==> src/rtl/lmsc_regs.vh <==
// Summary of operation
// (RULE1) Second mode strap level n sets external control, cable, remote ID load to n-1.
// (RULE2) Display ID select strap value latched into bridge_control bit 0.
// (RULE3) Auxiliary audio strap value latched into bridge_configuration bit 1.
// (RULE4) External controller override strap latched into bridge_configuration bit 7.
// (RULE5) Cable type strap latched into dual_link_control bit 7; one means cable_type_select.
// (RULE6) Remote display ID load strap latched into bridge_configuration bit 5.
// (RULE7) Single link sends all video on one downlink, up to 96 MHz.
// (RULE8) Older receivers are supported in single link only below 85 MHz.
// (RULE9) Forced single mode disables secondary transmit PHY and its back channel.
// (RULE10) Dual link splits the stream into alternating pixels on both links.
// (RULE11) Dual link with protection uses one shared protection session.
// (RULE12) Dual link accepts up to 170 MHz, each port at half rate.
// (RULE13) Dual link is entered automatically with capable receiver and enough frequency, or forced.
// (RULE14) Replicate mode is a 1:2 repeater with a second protection core, up to 85 MHz.
// (RULE15) Receiver capabilities and pixel clock frequency together choose the link mode.
// (RULE16) Two independent single receivers give replicate mode.
// (RULE17) Receiver only on secondary link sends video on secondary alone.
// (RULE18) A dual_link_control bit disables auto-detection so forced mode applies.
// (RULE19) While enabled, a detected frequency change resets the link PLL.
// (RULE20) Software clears dual_link_control bit 5 after configuring both ends.
// (RULE21) Address strap selects one of eight control bus target addresses.
// (RULE22) Control bus lines are only driven low or released, never driven high.
// (RULE23) Mode straps are sampled once after power-up and latched into registers.
// (RULE24) First mode strap level n sets display ID select and auxiliary audio to n-1.
// (RULE25) Address levels map upward to 7-bit addresses 0x0c to 0x1a step two.
// (RULE26) Software writes replace strap values and steer mode selection afterwards.
// (RULE27) With auto-detection off, the forced setting alone selects the link mode.
`ifndef LMSC_REGS_VH
`define LMSC_REGS_VH
// Register offsets
`define LMSC_OFF_BRIDGE_CONTROL 8'h4f
`define LMSC_OFF_BRIDGE_CFG 8'h54
`define LMSC_OFF_DUAL_CTL 8'h5b
`define LMSC_OFF_LINK_STAT 8'h5c
// Field positions
`define LMSC_BIT_DISP_ID_SEL 0
`define LMSC_BIT_AUX_AUDIO 1
`define LMSC_BIT_REM_ID_LOAD 5
`define LMSC_BIT_EXTERNAL_CONTROLLER_OVERRIDE 7
`define LMSC_BIT_CABLE 7
`define LMSC_BIT_PLL_RST_EN 5
`define LMSC_BIT_AUTO_DIS 4
// Reset values
`define LMSC_RST_BRIDGE_CONTROL 8'h00
`define LMSC_RST_BRIDGE_CFG 8'h00
`define LMSC_RST_DUAL_CTL 8'h20
// Link mode codes
`define LMSC_MODE_SINGLE 2'h0
`define LMSC_MODE_FSINGLE 2'h1
`define LMSC_MODE_DUAL 2'h2
`define LMSC_MODE_REPL 2'h3
// Frequency limits in MHz
`define LMSC_SINGLE_MAX_MHZ 8'h60
`define LMSC_LEGACY_LIM_MHZ 8'h55
`define LMSC_DUAL_MAX_MHZ 8'haa
`define LMSC_REPL_MAX_MHZ 8'h55
// Control bus address table base
`define LMSC_ADDR_BASE 7'h0c
`endif

==> src/rtl/lmsc_top.v <==
`timescale 1ns/1ps
`default_nettype none
`include "lmsc_regs.vh"

module lmsc_top #(
    parameter [7:0] DUAL_MIN_MHZ = 8'h61,
    parameter [7:0] FREQ_TOL_MHZ = 8'h02
) (
    // Clock and reset
    input wire i_clock,
    input wire i_resetn,
    // Strap levels, as level index minus one
    input wire [1:0] i_first_mode_strap,
    input wire [2:0] i_second_mode_strap,
    input wire [2:0] i_address_strap,
    // Control bus pins
    input wire i_scl_in,
    output reg o_scl_out,
    output reg o_scl_oe,
    input wire i_sda_in,
    output reg o_sda_out,
    output reg o_sda_oe,
    // Downstream detection and frequency
    input wire i_rx_primary_present,
    input wire i_rx_secondary_present,
    input wire i_rx_dual_capable,
    input wire i_rx_legacy,
    input wire [7:0] i_pclk_mhz,
    // Link control outputs
    output reg [1:0] o_link_mode,
    output reg o_primary_tx_en,
    output reg o_secondary_tx_en,
    output reg o_secondary_bc_en,
    output reg o_pixel_split,
    output reg o_tx_half_rate,
    output reg o_shared_prot_session,
    output reg o_second_prot_core_en,
    output reg o_rate_ok,
    output reg o_pll_reset,
    // Strapped configuration outputs
    output reg o_display_id_select,
    output reg o_aux_audio,
    output reg o_external_control_bit,
    output reg o_cable_type_bit,
    output reg o_remote_display_id_load,
    output reg [6:0] o_bus_address
);

    ////////////////////////////////////////////////////////////////////////
    // Bus states, one-hot
    localparam [6:0] ST_IDLE = 7'h01;
    localparam [6:0] ST_ADDR = 7'h02;
    localparam [6:0] ST_ACKA = 7'h04;
    localparam [6:0] ST_WR = 7'h08;
    localparam [6:0] ST_ACKW = 7'h10;
    localparam [6:0] ST_RD = 7'h20;
    localparam [6:0] ST_ACKR = 7'h40;

    reg [7:0] bridge_control_r;
    reg [7:0] bridge_configuration_r;
    reg [7:0] dual_link_control_r;
    reg strap_done_r;
    reg secondary_only_r;
    reg [7:0] freq_prev_r;
    reg [6:0] state_r;
    reg scl_r;
    reg sda_r;
    reg [7:0] shift_r;
    reg [7:0] tx_r;
    reg [3:0] cnt_r;
    reg [7:0] ptr_r;
    reg rw_r;
    reg first_r;
    reg mack_r;
    reg wr_en_r;
    reg [7:0] wr_ptr_r;
    reg [7:0] wr_data_r;
    reg [1:0] mode_nxt;
    reg sec_only_nxt;
    reg rate_ok_nxt;
    wire start_det;
    wire stop_det;
    wire scl_rise;
    wire scl_fall;
    wire [7:0] link_stat;
    wire freq_change;

    ////////////////////////////////////////////////////////////////////////
    // Register read mux
    function [7:0] reg_read;
        input [7:0] addr;
        begin
            if (addr == `LMSC_OFF_BRIDGE_CONTROL) begin
                reg_read = bridge_control_r;
            end else if (addr == `LMSC_OFF_BRIDGE_CFG) begin
                reg_read = bridge_configuration_r;
            end else if (addr == `LMSC_OFF_DUAL_CTL) begin
                reg_read = dual_link_control_r;
            end else if (addr == `LMSC_OFF_LINK_STAT) begin
                reg_read = link_stat;
            end else begin
                reg_read = 8'h00;
            end
        end
    endfunction

    // Absolute difference of two frequency readings
    function [7:0] abs_diff;
        input [7:0] a;
        input [7:0] b;
        begin
            abs_diff = (a > b) ? (a - b) : (b - a);
        end
    endfunction

    // Top bit of a register, sent first on a read
    function reg_msb;
        input [7:0] addr;
        reg [7:0] v;
        begin
            v = reg_read(addr);
            reg_msb = v[7];
        end
    endfunction

    // Status word shows the block's own state together with the receiver detection inputs except i_rx_legacy
    assign link_stat = {strap_done_r, i_rx_dual_capable, i_rx_secondary_present, i_rx_primary_present,
                        o_rate_ok, secondary_only_r, o_link_mode};

    ////////////////////////////////////////////////////////////////////////
    // Bus condition detection
    assign start_det = i_scl_in & scl_r & sda_r & ~i_sda_in;
    assign stop_det = i_scl_in & scl_r & ~sda_r & i_sda_in;
    assign scl_rise = i_scl_in & ~scl_r;
    assign scl_fall = ~i_scl_in & scl_r;

    // Bus slave, drives lines low only
    always @(posedge i_clock) begin
        if (!i_resetn) begin
            state_r <= ST_IDLE;
            scl_r <= 1'b1;
            sda_r <= 1'b1;
            shift_r <= 8'h00;
            tx_r <= 8'h00;
            cnt_r <= 4'h0;
            ptr_r <= 8'h00;
            rw_r <= 1'b0;
            first_r <= 1'b0;
            mack_r <= 1'b0;
            wr_en_r <= 1'b0;
            wr_ptr_r <= 8'h00;
            wr_data_r <= 8'h00;
            o_sda_oe <= 1'b0;
            o_sda_out <= 1'b0; // RULE22
            o_scl_out <= 1'b0; // RULE22
            o_scl_oe <= 1'b0;
        end else begin
            wr_en_r <= 1'b0;
            scl_r <= i_scl_in;
            sda_r <= i_sda_in;
            if (start_det) begin
                state_r <= ST_ADDR;
                cnt_r <= 4'h0;
                first_r <= 1'b1;
                o_sda_oe <= 1'b0;
            end else if (stop_det) begin
                state_r <= ST_IDLE;
                o_sda_oe <= 1'b0;
            end else if (scl_rise) begin
                if (state_r == ST_ACKR) begin
                    mack_r <= i_sda_in;
                end else if (state_r != ST_IDLE) begin
                    shift_r <= {shift_r[6:0], i_sda_in};
                    cnt_r <= cnt_r + 4'h1;
                end
            end else if (scl_fall) begin
                case (state_r)
                    ST_ADDR: begin
                        if (cnt_r == 4'h8) begin
                            if (shift_r[7:1] == o_bus_address) begin
                                state_r <= ST_ACKA;
                                rw_r <= shift_r[0];
                                o_sda_oe <= 1'b1; // RULE22
                            end else begin
                                state_r <= ST_IDLE;
                            end
                        end
                    end
                    ST_ACKA: begin
                        cnt_r <= 4'h0;
                        if (rw_r) begin
                            state_r <= ST_RD;
                            tx_r <= reg_read(ptr_r);
                            o_sda_oe <= ~reg_msb(ptr_r);
                        end else begin
                            state_r <= ST_WR;
                            o_sda_oe <= 1'b0;
                        end
                    end
                    ST_WR: begin
                        if (cnt_r == 4'h8) begin
                            if (first_r) begin
                                ptr_r <= shift_r;
                                first_r <= 1'b0;
                            end else begin
                                wr_en_r <= 1'b1;
                                wr_ptr_r <= ptr_r;
                                wr_data_r <= shift_r;
                                ptr_r <= ptr_r + 8'h01;
                            end
                            state_r <= ST_ACKW;
                            o_sda_oe <= 1'b1;
                        end
                    end
                    ST_ACKW: begin
                        cnt_r <= 4'h0;
                        state_r <= ST_WR;
                        o_sda_oe <= 1'b0;
                    end
                    ST_RD: begin
                        if (cnt_r == 4'h8) begin
                            state_r <= ST_ACKR;
                            o_sda_oe <= 1'b0;
                        end else begin
                            o_sda_oe <= ~tx_r[3'h7 - cnt_r[2:0]]; // RULE22
                        end
                    end
                    ST_ACKR: begin
                        if (mack_r) begin
                            state_r <= ST_IDLE;
                        end else begin
                            state_r <= ST_RD;
                            cnt_r <= 4'h0;
                            ptr_r <= ptr_r + 8'h01;
                            tx_r <= reg_read(ptr_r + 8'h01);
                            o_sda_oe <= ~reg_msb(ptr_r + 8'h01);
                        end
                    end
                    default: begin
                        state_r <= ST_IDLE;
                    end
                endcase
            end
        end
    end

    ////////////////////////////////////////////////////////////////////////
    // Configuration registers: strap latch once, then software writes
    always @(posedge i_clock) begin
        if (!i_resetn) begin
            bridge_control_r <= `LMSC_RST_BRIDGE_CONTROL;
            bridge_configuration_r <= `LMSC_RST_BRIDGE_CFG;
            dual_link_control_r <= `LMSC_RST_DUAL_CTL;
            strap_done_r <= 1'b0;
            o_bus_address <= `LMSC_ADDR_BASE;
        end else if (!strap_done_r) begin
            strap_done_r <= 1'b1; // RULE23
            bridge_control_r[`LMSC_BIT_DISP_ID_SEL] <= i_first_mode_strap[1]; // RULE2 RULE24
            bridge_configuration_r[`LMSC_BIT_AUX_AUDIO] <= i_first_mode_strap[0]; // RULE3 RULE24
            bridge_configuration_r[`LMSC_BIT_EXTERNAL_CONTROLLER_OVERRIDE] <= i_second_mode_strap[2]; // RULE4 RULE1
            dual_link_control_r[`LMSC_BIT_CABLE] <= i_second_mode_strap[1]; // RULE5 RULE1
            bridge_configuration_r[`LMSC_BIT_REM_ID_LOAD] <= i_second_mode_strap[0]; // RULE6 RULE1
            o_bus_address <= `LMSC_ADDR_BASE + {3'h0, i_address_strap, 1'b0}; // RULE21 RULE25
        end else if (wr_en_r) begin
            if (wr_ptr_r == `LMSC_OFF_BRIDGE_CONTROL) begin
                bridge_control_r <= wr_data_r; // RULE26
            end else if (wr_ptr_r == `LMSC_OFF_BRIDGE_CFG) begin
                bridge_configuration_r <= wr_data_r; // RULE26
            end else if (wr_ptr_r == `LMSC_OFF_DUAL_CTL) begin
                dual_link_control_r <= wr_data_r; // RULE26 RULE20
            end
        end
    end

    ////////////////////////////////////////////////////////////////////////
    // Link mode choice from detection, frequency and forced setting
    always @* begin
        sec_only_nxt = 1'b0;
        if (dual_link_control_r[`LMSC_BIT_AUTO_DIS]) begin
            mode_nxt = dual_link_control_r[1:0]; // RULE18 RULE27
        end else if (i_rx_primary_present && i_rx_secondary_present && !i_rx_dual_capable) begin
            mode_nxt = `LMSC_MODE_REPL; // RULE16 RULE15
        end else if (i_rx_primary_present && i_rx_dual_capable && i_pclk_mhz >= DUAL_MIN_MHZ) begin
            mode_nxt = `LMSC_MODE_DUAL; // RULE13 RULE15
        end else begin
            mode_nxt = `LMSC_MODE_SINGLE; // RULE7
            sec_only_nxt = i_rx_secondary_present & ~i_rx_primary_present; // RULE17
        end
        case (mode_nxt)
            `LMSC_MODE_DUAL: rate_ok_nxt = (i_pclk_mhz <= `LMSC_DUAL_MAX_MHZ); // RULE12
            `LMSC_MODE_REPL: rate_ok_nxt = (i_pclk_mhz <= `LMSC_REPL_MAX_MHZ); // RULE14
            default: begin
                if (i_rx_legacy) begin
                    rate_ok_nxt = (i_pclk_mhz < `LMSC_LEGACY_LIM_MHZ); // RULE8
                end else begin
                    rate_ok_nxt = (i_pclk_mhz <= `LMSC_SINGLE_MAX_MHZ); // RULE7
                end
            end
        endcase
    end

    // Frequency change judged beyond the tolerance band
    assign freq_change = abs_diff(i_pclk_mhz, freq_prev_r) > FREQ_TOL_MHZ;

    ////////////////////////////////////////////////////////////////////////
    // Registered link control outputs
    always @(posedge i_clock) begin
        if (!i_resetn) begin
            o_link_mode <= `LMSC_MODE_SINGLE;
            secondary_only_r <= 1'b0;
            o_primary_tx_en <= 1'b0;
            o_secondary_tx_en <= 1'b0;
            o_secondary_bc_en <= 1'b0;
            o_pixel_split <= 1'b0;
            o_tx_half_rate <= 1'b0;
            o_shared_prot_session <= 1'b0;
            o_second_prot_core_en <= 1'b0;
            o_rate_ok <= 1'b0;
            o_pll_reset <= 1'b0;
            freq_prev_r <= 8'h00;
            o_display_id_select <= 1'b0;
            o_aux_audio <= 1'b0;
            o_external_control_bit <= 1'b0;
            o_cable_type_bit <= 1'b0;
            o_remote_display_id_load <= 1'b0;
        end else begin
            o_link_mode <= mode_nxt;
            secondary_only_r <= sec_only_nxt;
            o_rate_ok <= rate_ok_nxt;
            o_primary_tx_en <= ~sec_only_nxt; // RULE17
            o_secondary_tx_en <= (mode_nxt != `LMSC_MODE_FSINGLE); // RULE9
            o_secondary_bc_en <= (mode_nxt != `LMSC_MODE_FSINGLE); // RULE9
            o_pixel_split <= (mode_nxt == `LMSC_MODE_DUAL); // RULE10
            o_tx_half_rate <= (mode_nxt == `LMSC_MODE_DUAL); // RULE12
            o_shared_prot_session <= (mode_nxt == `LMSC_MODE_DUAL); // RULE11
            o_second_prot_core_en <= (mode_nxt == `LMSC_MODE_REPL); // RULE14
            freq_prev_r <= i_pclk_mhz;
            o_pll_reset <= freq_change & dual_link_control_r[`LMSC_BIT_PLL_RST_EN]; // RULE19
            o_display_id_select <= bridge_control_r[`LMSC_BIT_DISP_ID_SEL];
            o_aux_audio <= bridge_configuration_r[`LMSC_BIT_AUX_AUDIO];
            o_external_control_bit <= bridge_configuration_r[`LMSC_BIT_EXTERNAL_CONTROLLER_OVERRIDE];
            o_cable_type_bit <= dual_link_control_r[`LMSC_BIT_CABLE]; // RULE5
            o_remote_display_id_load <= bridge_configuration_r[`LMSC_BIT_REM_ID_LOAD];
        end
    end

endmodule // lmsc_top
`default_nettype wire

==> config.mk <==
export PLATFORM = sky130hd
export DESIGN_NAME = lmsc_top
export DESIGN_NICKNAME = d
export VERILOG_FILES = /design/src/rtl/lmsc_top.v
export VERILOG_INCLUDE_DIRS = /design/src /design/src/rtl
export SDC_FILE = /design/constraint.sdc
export NUM_CORES = 1
export LEC_CHECK = 0
export ABC_CLOCK_PERIOD_IN_PS = 6500
export BUFFER_PORTS_ARGS = -buffer_cell sky130_fd_sc_hd__buf_2
export CORE_AREA = 2 2 104 116
export DETAILED_ROUTE_END_ITERATION = 12
export DIE_AREA = 0 0 106 118
export PLACE_DENSITY = 0.73
export REMOVE_ABC_BUFFERS = 1
export SLEW_MARGIN = 20
export SYNTH_ARGS = -nofsm -noshare
export SYNTH_HDL_FRONTEND = slang
export SYNTH_SLANG_ARGS = --single-unit
==> constraint.sdc <==
create_clock -name i_clock -period 6.5 [get_ports i_clock]
set_input_delay 1.3 -clock i_clock [delete_from_list [all_inputs] [get_ports i_clock]]
set_output_delay 1.3 -clock i_clock [all_outputs]
set_load 0.05 [all_outputs]
==> impl_results.md, run 1 <==
* Status: finished, final reports clean
* Tot GR Track Use at 24.8%
* Drt first pass iters at 6
* WP data required at 6.72 ns
* Largest area contributor in the netlist: dfxtp_1
* FF-to-FF Start: ptr_r[2]
* Skew-Pair Late Insertion Delay at 0.35 ns
* Ports at 51
* Max-Cap Viols at 0
* Gr ovfl total at 0
* Hold Path Origin: tx_r[2]
* Clk slew on worst S/H paths at 0.07 ns
* Placed cells at 871
* Top cells by count, synth: 109 x dfxtp_1, 96 x nor2_1, 61 x nand2_1, 55 x mux2i_1, 49 x a21oi_1
* Drt drc at 0
* Synth unique cells at 77
* Root Buffer: clkbuf_16
* Placed Area at 0.00630 mm2
* Ratio of cells with drive above 1 in the final layout at 12.1%
* Clock Sink Count at 109
* DR vias/cell at 5.93
* TritonCTS clock tree: done
* Hpwl dp at 10.7 mm
* Pwr per Cell Area at 213 mW/mm2
* Post-CTS sizing at 0
* Area grow syn2layout at 7.67%
* Register area share after synthesis at 35.7%
* Startpoint type of the worst setup path: input port
* Reg2Reg Depth at 7
* Syn Inst Count at 721
* Setup TNS at 0 ns
* R2R Setup Slk at 3.42 ns
* First-pass GRT wire length at 25.3 mm
* Starting DRC count in detailed routing at 398
* Ys flop type: dfxtp_1
* Number of hold violations in the final report at 0
* Crit. End Element: register
* Postcts setup bufs at 0
* Max H-tree Level at 3
* Final nets at 783
* Per-cell routed wire length at 17.3 um
* Final Cycle Share at 55.3%
* Post-CTS Hold Fix Bufs at 0
* Slew @ Worst Pin at 1.21 ns
* Worst-path maximum fanout at 8
* Initial antenna violation count at 0
* Largest net degree at the start of global routing at 77
* Vias at 5,260
* Leak at 2.89 nW
* CTS max path bufs at 2
* Slew headroom at 19.0%
* Reg-to-reg endpoint: tx_r[4]
* Fmax at 278 MHz
* Max-slew violations at 0
* Cell with the most instances after synthesis: dfxtp_1
* Synthesis-stage register bit count at 109
* Worst path arrival time at 3.82 ns
* Critical path class: in2reg
* Final min period at 3.59 ns
* Async SR Flop Fraction at 0%
* Drt total wl at 15.3 mm
* HP Class: reg2reg
* Worst Hold Path EP: tx_r[2]
* Clock skew at 0.00933 ns
* YS warnings at 0
* VDD IR max at 0.115 mV
* Fillers at 1,041
* Netlist Area Pre-Place at 0.00612 mm2
* Hold Path Depth at 2
* Port Buf Inserts at 44
* Post-route antenna net violation count at 0
* Top cell type's share of synthesized area at 35.7%
* Die width at 106 um
* CTS buffer count at 9
* Core ar. at 0.0113 mm2
* Number of synthesized flops with an enable pin at 0
* # diodes at 0
* Final Non-Filler Cells at 887
* Syn avg cell area at 8.49 um2
* Vias in the first global route at 5,164
* Rows at 41
* DIE AREA at 0.0125 mm2
* RSZ-0062 raised after global routing: no
* Setup violations, final at 0
* Dominant cells by area after synthesis: dfxtp_1 36%, mux2i_1 9.0%, nor2_1 5.9%, ha_1 5.1%, a21oi_1 4.0%
* Initial core utilization at 54.0%
* GPL Wtd Cong at 0.904
* Die height at 118 um
* Final instance area at 0.00659 mm2
[power by group]
| group | internal [W] | total (W) | leakage (nW) | switching [W] |
|---|---|---|---|---|
| Combinational | 0.0000622 | 0.000183 | 1.86 | 0.000121 |
| Clock | 0.000274 | 0.000530 | 0.143 | 0.000256 |
| Sequential | 0.000680 | 0.000693 | 0.886 | 0.0000123 |
[sequential cells by signal, indices dropped and copies added, names as in the netlist, 2 cells and up]
signal / cells
bridge_configuration_r: 8
bridge_control_r: 8
cnt_r: 4
dual_link_control_r: 8
freq_prev_r: 8
o_bus_address: 4
o_link_mode: 2
ptr_r: 8
shift_r: 8
state_r: 7
tx_r: 8
wr_data_r: 8
wr_ptr_r: 8
[final cells by class]
class | count | area [um2] | area share, %
Sequential cell | 109 | 2180 | 33.1
Multi-Input combinational cell | 526 | 3550 | 53.9
Inverter | 41 | 154 | 2.34
Timing Repair Buffer | 45 | 228 | 3.46
Tap cell | 150 | 188 | 2.85
Clock inverter | 6 | 45.0 | 0.684
Clock buffer | 10 | 239 | 3.63
[stage by stage]
stage	util [%]	total power, W	setup WS, ns	hold slack (ns)
2_1_floorplan	-	0.000839	3.00	0.429
6_report	58.1	0.00141	2.91	0.460
3_3_place_gp	55.6	0.000887	2.69	0.438
3_5_place_dp	55.6	0.000889	2.59	0.453
5_1_grt	58.1	0.00146	2.71	0.497
4_1_cts	58.1	0.00141	2.93	0.463
[kinds of logic (layout without fill, tap and decap cells)]
family          Yosys count  in the layout  synth area share (%)
compound gates          158            158                  17.5
xor+xnor                 15             15                  2.15
fa+ha+maj                27             27                  5.77
buf+inv                  91            102                  6.58
flops                   109            109                  35.7
mux                      66             66                  11.4
other cells               1              6                0.0613
simple gates            254            254                  20.9
[how the worst max path moves through the flow]
stage          cells after the start     startpoint           to
6_report                          12  i_pclk_mhz[0]  o_pll_reset
5_1_grt                           12  i_pclk_mhz[0]  o_pll_reset
4_1_cts                           12  i_pclk_mhz[0]  o_pll_reset
3_3_place_gp                      12  i_pclk_mhz[0]  o_pll_reset
2_1_floorplan                     11  i_pclk_mhz[0]  o_pll_reset
3_5_place_dp                      12  i_pclk_mhz[0]  o_pll_reset
[routing by layer]
layer | up-vias | wire length (um) | part of all wire [%] | track usage [%]
met4 | 0 | 248 | 1.6 | 8.14
met2 | 164 | 7480 | 49 | 42.4
met5 | - | 0 | 0 | 0
met3 | 18 | 826 | 5.4 | 3.82
met1 | 2512 | 6800 | 44 | 32.0
li1 | 2566 | - | - | -
[critical path, cell delays in order]
cell and delay (ns):
buf_2 0.12, inv_1 0.07, ha_1 0.15, inv_1 0.06, fa_1 0.42, a211oi_2 0.31
o211ai_2 0.22, and3_1 0.27, nor4_4 0.34, xnor2_1 0.10, nor4_1 0.32, a31oi_1 0.12
[placed cells by master, fill, tap and decap left out, types with 4 or more instances in the layout]
cell type  count
a211o_1        5
a211oi_1      12
a21oi_1       49
a222oi_1      13
a31oi_1        8
and2_1        11
and3_1         9
and4b_1        4
buf_2         44
clkbuf_16      9
conb_1         6
dfxtp_1      109
ha_1          25
inv_1         39
mux2_2         9
mux2i_1       55
nand2_1       61
nand2b_1       4
nand3_1       13
nand3b_1       5
nand4_1        5
nor2_1        96
nor3_1         8
nor4_1         5
o211ai_1       6
o21a_1         5
o21ai_0       23
o22ai_1        4
or3_1          4
xnor2_1        6
xor2_1         9
No activity file was read; power rests on OpenSTA's default activity.
==> run 2, diff against run 1 <==
--- a/config.mk
+++ b/config.mk
@@ -6,12 +6,12 @@
 export SDC_FILE = /design/constraint.sdc
 export NUM_CORES = 1
 export LEC_CHECK = 0
-export ABC_CLOCK_PERIOD_IN_PS = 6500
+export ABC_CLOCK_PERIOD_IN_PS = 3250
 export BUFFER_PORTS_ARGS = -buffer_cell sky130_fd_sc_hd__buf_2
-export CORE_AREA = 2 2 104 116
+export CORE_AREA = 2 2 105 117
 export DETAILED_ROUTE_END_ITERATION = 12
-export DIE_AREA = 0 0 106 118
-export PLACE_DENSITY = 0.73
+export DIE_AREA = 0 0 107 119
+export PLACE_DENSITY = 0.75
 export REMOVE_ABC_BUFFERS = 1
 export SLEW_MARGIN = 20
 export SYNTH_ARGS = -nofsm -noshare
==> constraint.sdc (replaced) <==
create_clock -name i_clock -period 3.25 [get_ports i_clock]
set_input_delay 0.65 -clock i_clock [delete_from_list [all_inputs] [get_ports i_clock]]
set_output_delay 0.65 -clock i_clock [all_outputs]
set_load 0.05 [all_outputs]
==> impl_results.md, run 2 (synthesized netlist as in run 1, its figures left out) <==
* Setup TNS at 0 ns (unchanged)
* Reg2Reg Depth at 10 (+3)
* Post-CTS sizing at 0 (unchanged)
* M2 GR Usage at 42.7% (+0.30 points)
* Post-CTS Hold Fix Bufs at 0 (unchanged)
* Port Buf Inserts at 44 (unchanged)
* Number of hold violations in the final report at 0 (unchanged)
* Starting DRC count in detailed routing at 576 (+45%)
* Worst-path maximum fanout at 8 (unchanged)
* Placed Area at 0.00637 mm2 (+1.0%)
* Ratio of cells with drive above 1 in the final layout at 13.0% (+0.94 points)
* Met3 Usage GRT at 4.27% (+0.45 points)
* Hpwl dp at 11.1 mm (+3.8%)
* TritonCTS clock tree: done
* Drt drc at 0 (unchanged)
* Rows at 42 (+2.4%)
* First-pass GRT wire length at 25.6 mm (+1.0%)
* R2R Setup Slk at 0.49 ns (-2.93 ns)
* CTS max path bufs at 2 (unchanged)
* Status: finished, final reports clean
* Skew-Pair Late Insertion Delay at 0.35 ns (about the same)
* Crit. End Element: register
* DR vias/cell at 5.85 (-1.3%)
* Vias in the first global route at 5,036 (-2.5%)
* Setup violations, final at 0 (unchanged)
* Per-cell routed wire length at 17.3 um (-0.28%)
* Most frequent cells in the layout: 109 x dfxtp_1, 96 x nor2_1, 61 x nand2_1
* Core ar. at 0.0117 mm2 (+3.4%)
* Clk slew on worst S/H paths at 0.08 ns (about the same)
* Initial antenna violation count at 0 (unchanged)
* Leak at 2.93 nW (+1.4%)
* Max H-tree Level at 3 (unchanged)
* # diodes at 0 (unchanged)
* Clock skew at 0.00928 ns (-0.0000513 ns)
* Worst path arrival time at 3.17 ns (-0.65 ns)
* Drt total wl at 15.5 mm (+1.1%)
* Commonest non-fill, non-tap cell in the layout: dfxtp_1
* Ports at 51 (unchanged)
* Vias at 5,260 (unchanged)
* FF-to-FF Start: freq_prev_r[0]
* Final nets at 791 (+1.0%)
* Postcts setup bufs at 0 (unchanged)
* Final min period at 2.94 ns
* Largest net degree at the start of global routing at 47 (-39%)
* Post-route antenna net violation count at 0 (unchanged)
* Slew headroom at 32.7% (+14 points)
* WP data required at 3.48 ns (-3.24 ns)
* Critical Path Sink: o_pll_reset
* Final core utilization at 57.0% (-1.1 points)
* Crit path launch: i_pclk_mhz[0]
* CTS buffer count at 9 (unchanged)
* Tot GR Track Use at 25.0% (+0.21 points)
* Max-slew violations at 0 (unchanged)
* Busiest layer in global routing: met2
* VDD IR max at 0.243 mV (+110%)
* GPL Wtd Cong at 0.927 (+2.5%)
* Clock Sink Count at 109 (unchanged)
* Startpoint type of the worst setup path: input port
* HP Class: reg2reg
* Initial core utilization at 52.2% (-1.8 points)
* Final Cycle Share at 90.4%
* Fmax at 340 MHz
* DIE AREA at 0.0127 mm2 (+1.8%)
* Final instance area at 0.00668 mm2 (+1.3%)
* Drt first pass iters at 6 (unchanged)
* RSZ-0062 raised after global routing: no
* Area grow syn2layout at 9.10%
* Die height at 119 um (+0.85%)
* Critical path class: in2reg
* Max-Cap Viols at 0 (unchanged)
* Gr ovfl total at 0 (unchanged)
* Reg-to-reg endpoint: o_pll_reset
* Pwr per Cell Area at 431 mW/mm2 (+100%)
* Die width at 107 um (+0.94%)
* Slew @ Worst Pin at 1.00 ns (-0.207 ns)
* Root Buffer: clkbuf_16
* Met1 usage at 32.2% (+0.29 points)
-- run 2: area by class of cell --
cell class,count,area (um2)
clock inverters,7,81.3
flip-flops and latches,109,2180
repair buffers,53,288
inverters,41,154
clock buffers,9,225
fillers,1058,5040
multi-input cells,526,3550
well taps,154,193
-- run 2: worst min-delay path by stage --
stage | slack (ns) | to | from | cells after the start
floorplan | 0.43 | tx_r[0] | tx_r[0] | 2
detailed placement | 0.45 | tx_r[2] | tx_r[2] | 2
global route | 0.47 | tx_r[2] | tx_r[2] | 2
finish | 0.46 | tx_r[2] | tx_r[2] | 2
CTS | 0.46 | tx_r[2] | tx_r[2] | 2
global placement | 0.44 | tx_r[0] | tx_r[0] | 2
-- run 2: stage by stage --
stage / worst slack (ns) / instances / hold slack (ns) / total power (W)
after floorplan: 0.399 / 676 / 0.429 / 0.00168
after global placement: 0.0613 / 883 / 0.438 / 0.00178
after detailed placement: -0.0446 / 883 / 0.446 / 0.00178
after CTS: 0.322 / 899 / 0.457 / 0.00290
after global routing: 0.131 / 899 / 0.472 / 0.00300
final: 0.312 / 899 / 0.459 / 0.00288
-- run 2: where the power goes --
part	switching [W]	total, W	internal [W]	leakage [nW]
clock	0.000514	0.00112	0.000609	0.147
sequential	0.0000210	0.00138	0.00136	0.886
combinational	0.000247	0.000376	0.000129	1.90
total	0.000782	0.00288	0.00210	2.93
-- run 2: routing by layer --
layer  wire length [um]  up-vias
met1               6610     2490
met2               7820      162
met5                  0        -
met3                849       22
met4                233        0
li1                   -     2586
-- run 2: critical path, cell delays in order --
cell and delay [ns]:
buf_2 0.12, inv_1 0.08, ha_1 0.15, inv_1 0.06, fa_1 0.43, a211oi_2 0.31
o211ai_2 0.23, and3_1 0.27, nor4_4 0.35, xnor2_1 0.10, nor4_1 0.30, a31oi_1 0.11
==> run 3, diff against run 2 <==
--- a/config.mk
+++ b/config.mk
@@ -7,7 +7,7 @@
 export NUM_CORES = 1
 export LEC_CHECK = 0
 export ABC_CLOCK_PERIOD_IN_PS = 3250
-export BUFFER_PORTS_ARGS = -buffer_cell sky130_fd_sc_hd__buf_2
+export BUFFER_PORTS_ARGS = -buffer_cell sky130_fd_sc_hd__clkbuf_2
 export CORE_AREA = 2 2 105 117
 export DETAILED_ROUTE_END_ITERATION = 12
 export DIE_AREA = 0 0 107 119
==> impl_results.md, run 3 (synthesized netlist as in run 1, its figures left out) <==
* DIE AREA at 0.0127 mm2 (unchanged)
* Root Buffer: clkbuf_16
* TritonCTS clock tree: done
* Setup violations, final at 0 (unchanged)
* Clock skew at 0.0113 ns (+0.00204 ns)
* First-pass GRT wire length at 24.4 mm (-4.6%)
* Core ar. at 0.0117 mm2 (unchanged)
* DR WL met2 at 7.38 mm (-5.5%)
* Initial antenna violation count at 0 (unchanged)
* Placed cells at 883 (unchanged)
* Die height at 119 um (unchanged)
* DR vias/cell at 5.94 (+1.5%)
* Leak at 2.92 nW (-0.28%)
* RSZ-0062 raised after global routing: no
* Max Used Layer: met4
* CTS buffer count at 9 (unchanged)
* HP Class: reg2reg
* Setup TNS at 0 ns (unchanged)
* Vias at 5,341 (+1.5%)
* VDD IR max at 0.296 mV (+22%)
* Largest net degree at the start of global routing at 32 (-32%)
* Status: finished, final reports clean
* Fmax at 347 MHz (+2.0%)
* Gr ovfl total at 0 (unchanged)
* Drt total wl at 15.1 mm (-2.6%)
* Startpoint type of the worst setup path: input port
* Final Non-Filler Cells at 899 (unchanged)
* Post-CTS sizing at 0 (unchanged)
* WP data required at 3.48 ns (about the same)
* Per-cell routed wire length at 16.8 um (-2.6%)
* WL met3 at 719 um (-15%)
* Tot GR Track Use at 23.9% (-1.2 points)
* Slew headroom at 33.8% (+1.1 points)
* Max-Cap Viols at 0 (unchanged)
* Clock Sink Count at 109 (unchanged)
* Final min period at 2.88 ns (-0.0578 ns)
* # diodes at 0 (unchanged)
* Number of hold violations in the final report at 0 (unchanged)
* Clk slew on worst S/H paths at 0.08 ns (about the same)
* CTS max path bufs at 2 (unchanged)
* Critical path class: in2reg
* Fillers at 1,070 (+1.1%)
* Ports at 51 (unchanged)
* Max-slew violations at 0 (unchanged)
* Wire length on met1 at 6.60 mm (-0.20%)
* Drt drc at 0 (unchanged)
* Ratio of cells with drive above 1 in the final layout at 13.0% (unchanged)
* GPL Wtd Cong at 0.919 (-0.85%)
* Max H-tree Level at 3 (unchanged)
* Vias in the first global route at 4,976 (-1.2%)
* Worst-path maximum fanout at 8 (unchanged)
* Die width at 107 um (unchanged)
* Crit. End Element: register
* Port Buf Inserts at 44 (unchanged)
* Skew-Pair Late Insertion Delay at 0.35 ns (about the same)
* Rows at 42 (unchanged)
* Hpwl dp at 10.9 mm (-2.4%)
* Initial core utilization at 52.2% (unchanged)
* Worst path arrival time at 3.11 ns (-0.06 ns)
* Area grow syn2layout at 8.83%
* Pwr per Cell Area at 426 mW/mm2 (-1.3%)
* Drt first pass iters at 6 (unchanged)
* Post-CTS Hold Fix Bufs at 0 (unchanged)
* Most frequent cells in the layout: 109 x dfxtp_1, 96 x nor2_1, 61 x nand2_1
* Starting DRC count in detailed routing at 389 (-32%)
* Final nets at 791 (unchanged)
* Commonest non-fill, non-tap cell in the layout: dfxtp_1
* Post-route antenna net violation count at 0 (unchanged)
* Final Cycle Share at 88.6% (-1.8 points)
* Postcts setup bufs at 0 (unchanged)
* Slew @ Worst Pin at 0.987 ns (-0.0157 ns)
==> run 3: changes by cell type in the layout (fill, tap and decap cells not counted) <==
cell / before / now
buf_2: 44 / 0
bufinv_16: 1 / 0
clkbuf_2: 0 / 44
clkinv_4: 2 / 1
inv_8: 0 / 2
==> run 3: report_power, final <==
part	total [W]	internal [W]	leakage (nW)	switching, W
combinational	0.000372	0.000127	1.90	0.000244
clock	0.00108	0.000541	0.141	0.000541
sequential	0.00138	0.00136	0.886	0.0000231
==> run 3: cell type report <==
cell class	count	area (um2)	share of cell area (%)
multi-input cells	526	3550	53.4
flip-flops and latches	109	2180	32.8
well taps	154	193	2.89
clock inverters	7	65.1	0.977
clock buffers	9	225	3.38
inverters	41	154	2.31
repair buffers	53	288	4.32
==> run 3: path summary, 6_finish.rpt <==
path | from | end | slack (ns) | cells after the start
worst max-delay path | i_pclk_mhz[0] | o_pll_reset | 0.37 | 12
worst min-delay path | tx_r[4] | tx_r[4] | 0.45 | 2
worst max register to register | freq_prev_r[0] | o_pll_reset | 0.54 | 10
worst min register to register | tx_r[4] | tx_r[4] | 0.45 | 2
==> run 3: worst max-delay path, cell delays in order <==
cell      delay, ns
clkbuf_2       0.12
inv_1          0.08
ha_1           0.14
inv_1          0.05
fa_1           0.43
a211oi_2       0.30
o211ai_2       0.22
and3_1         0.27
nor4_4         0.34
xnor2_1        0.10
nor4_1         0.30
a31oi_1        0.11
==> run 3: stage by stage <==
step	utilization (%)	worst slack (ns)	hold slack (ns)	cell area (um2)	power, W
floorplan	-	0.399	0.429	5890	0.00168
global placement	54.4	0.0803	0.437	6370	0.00178
detailed placement	54.4	0.0260	0.446	6370	0.00178
CTS	56.8	0.401	0.457	6660	0.00285
global route	56.8	0.123	0.467	6660	0.00294
finish	56.8	0.370	0.455	6660	0.00284
==> run 3: per-layer routing <==
metal	vias to the layer above	GRT usage [%]
li1	2590	-
met1	2544	30.0
met2	172	40.4
met3	35	3.83
met4	0	10.1
met5	-	0
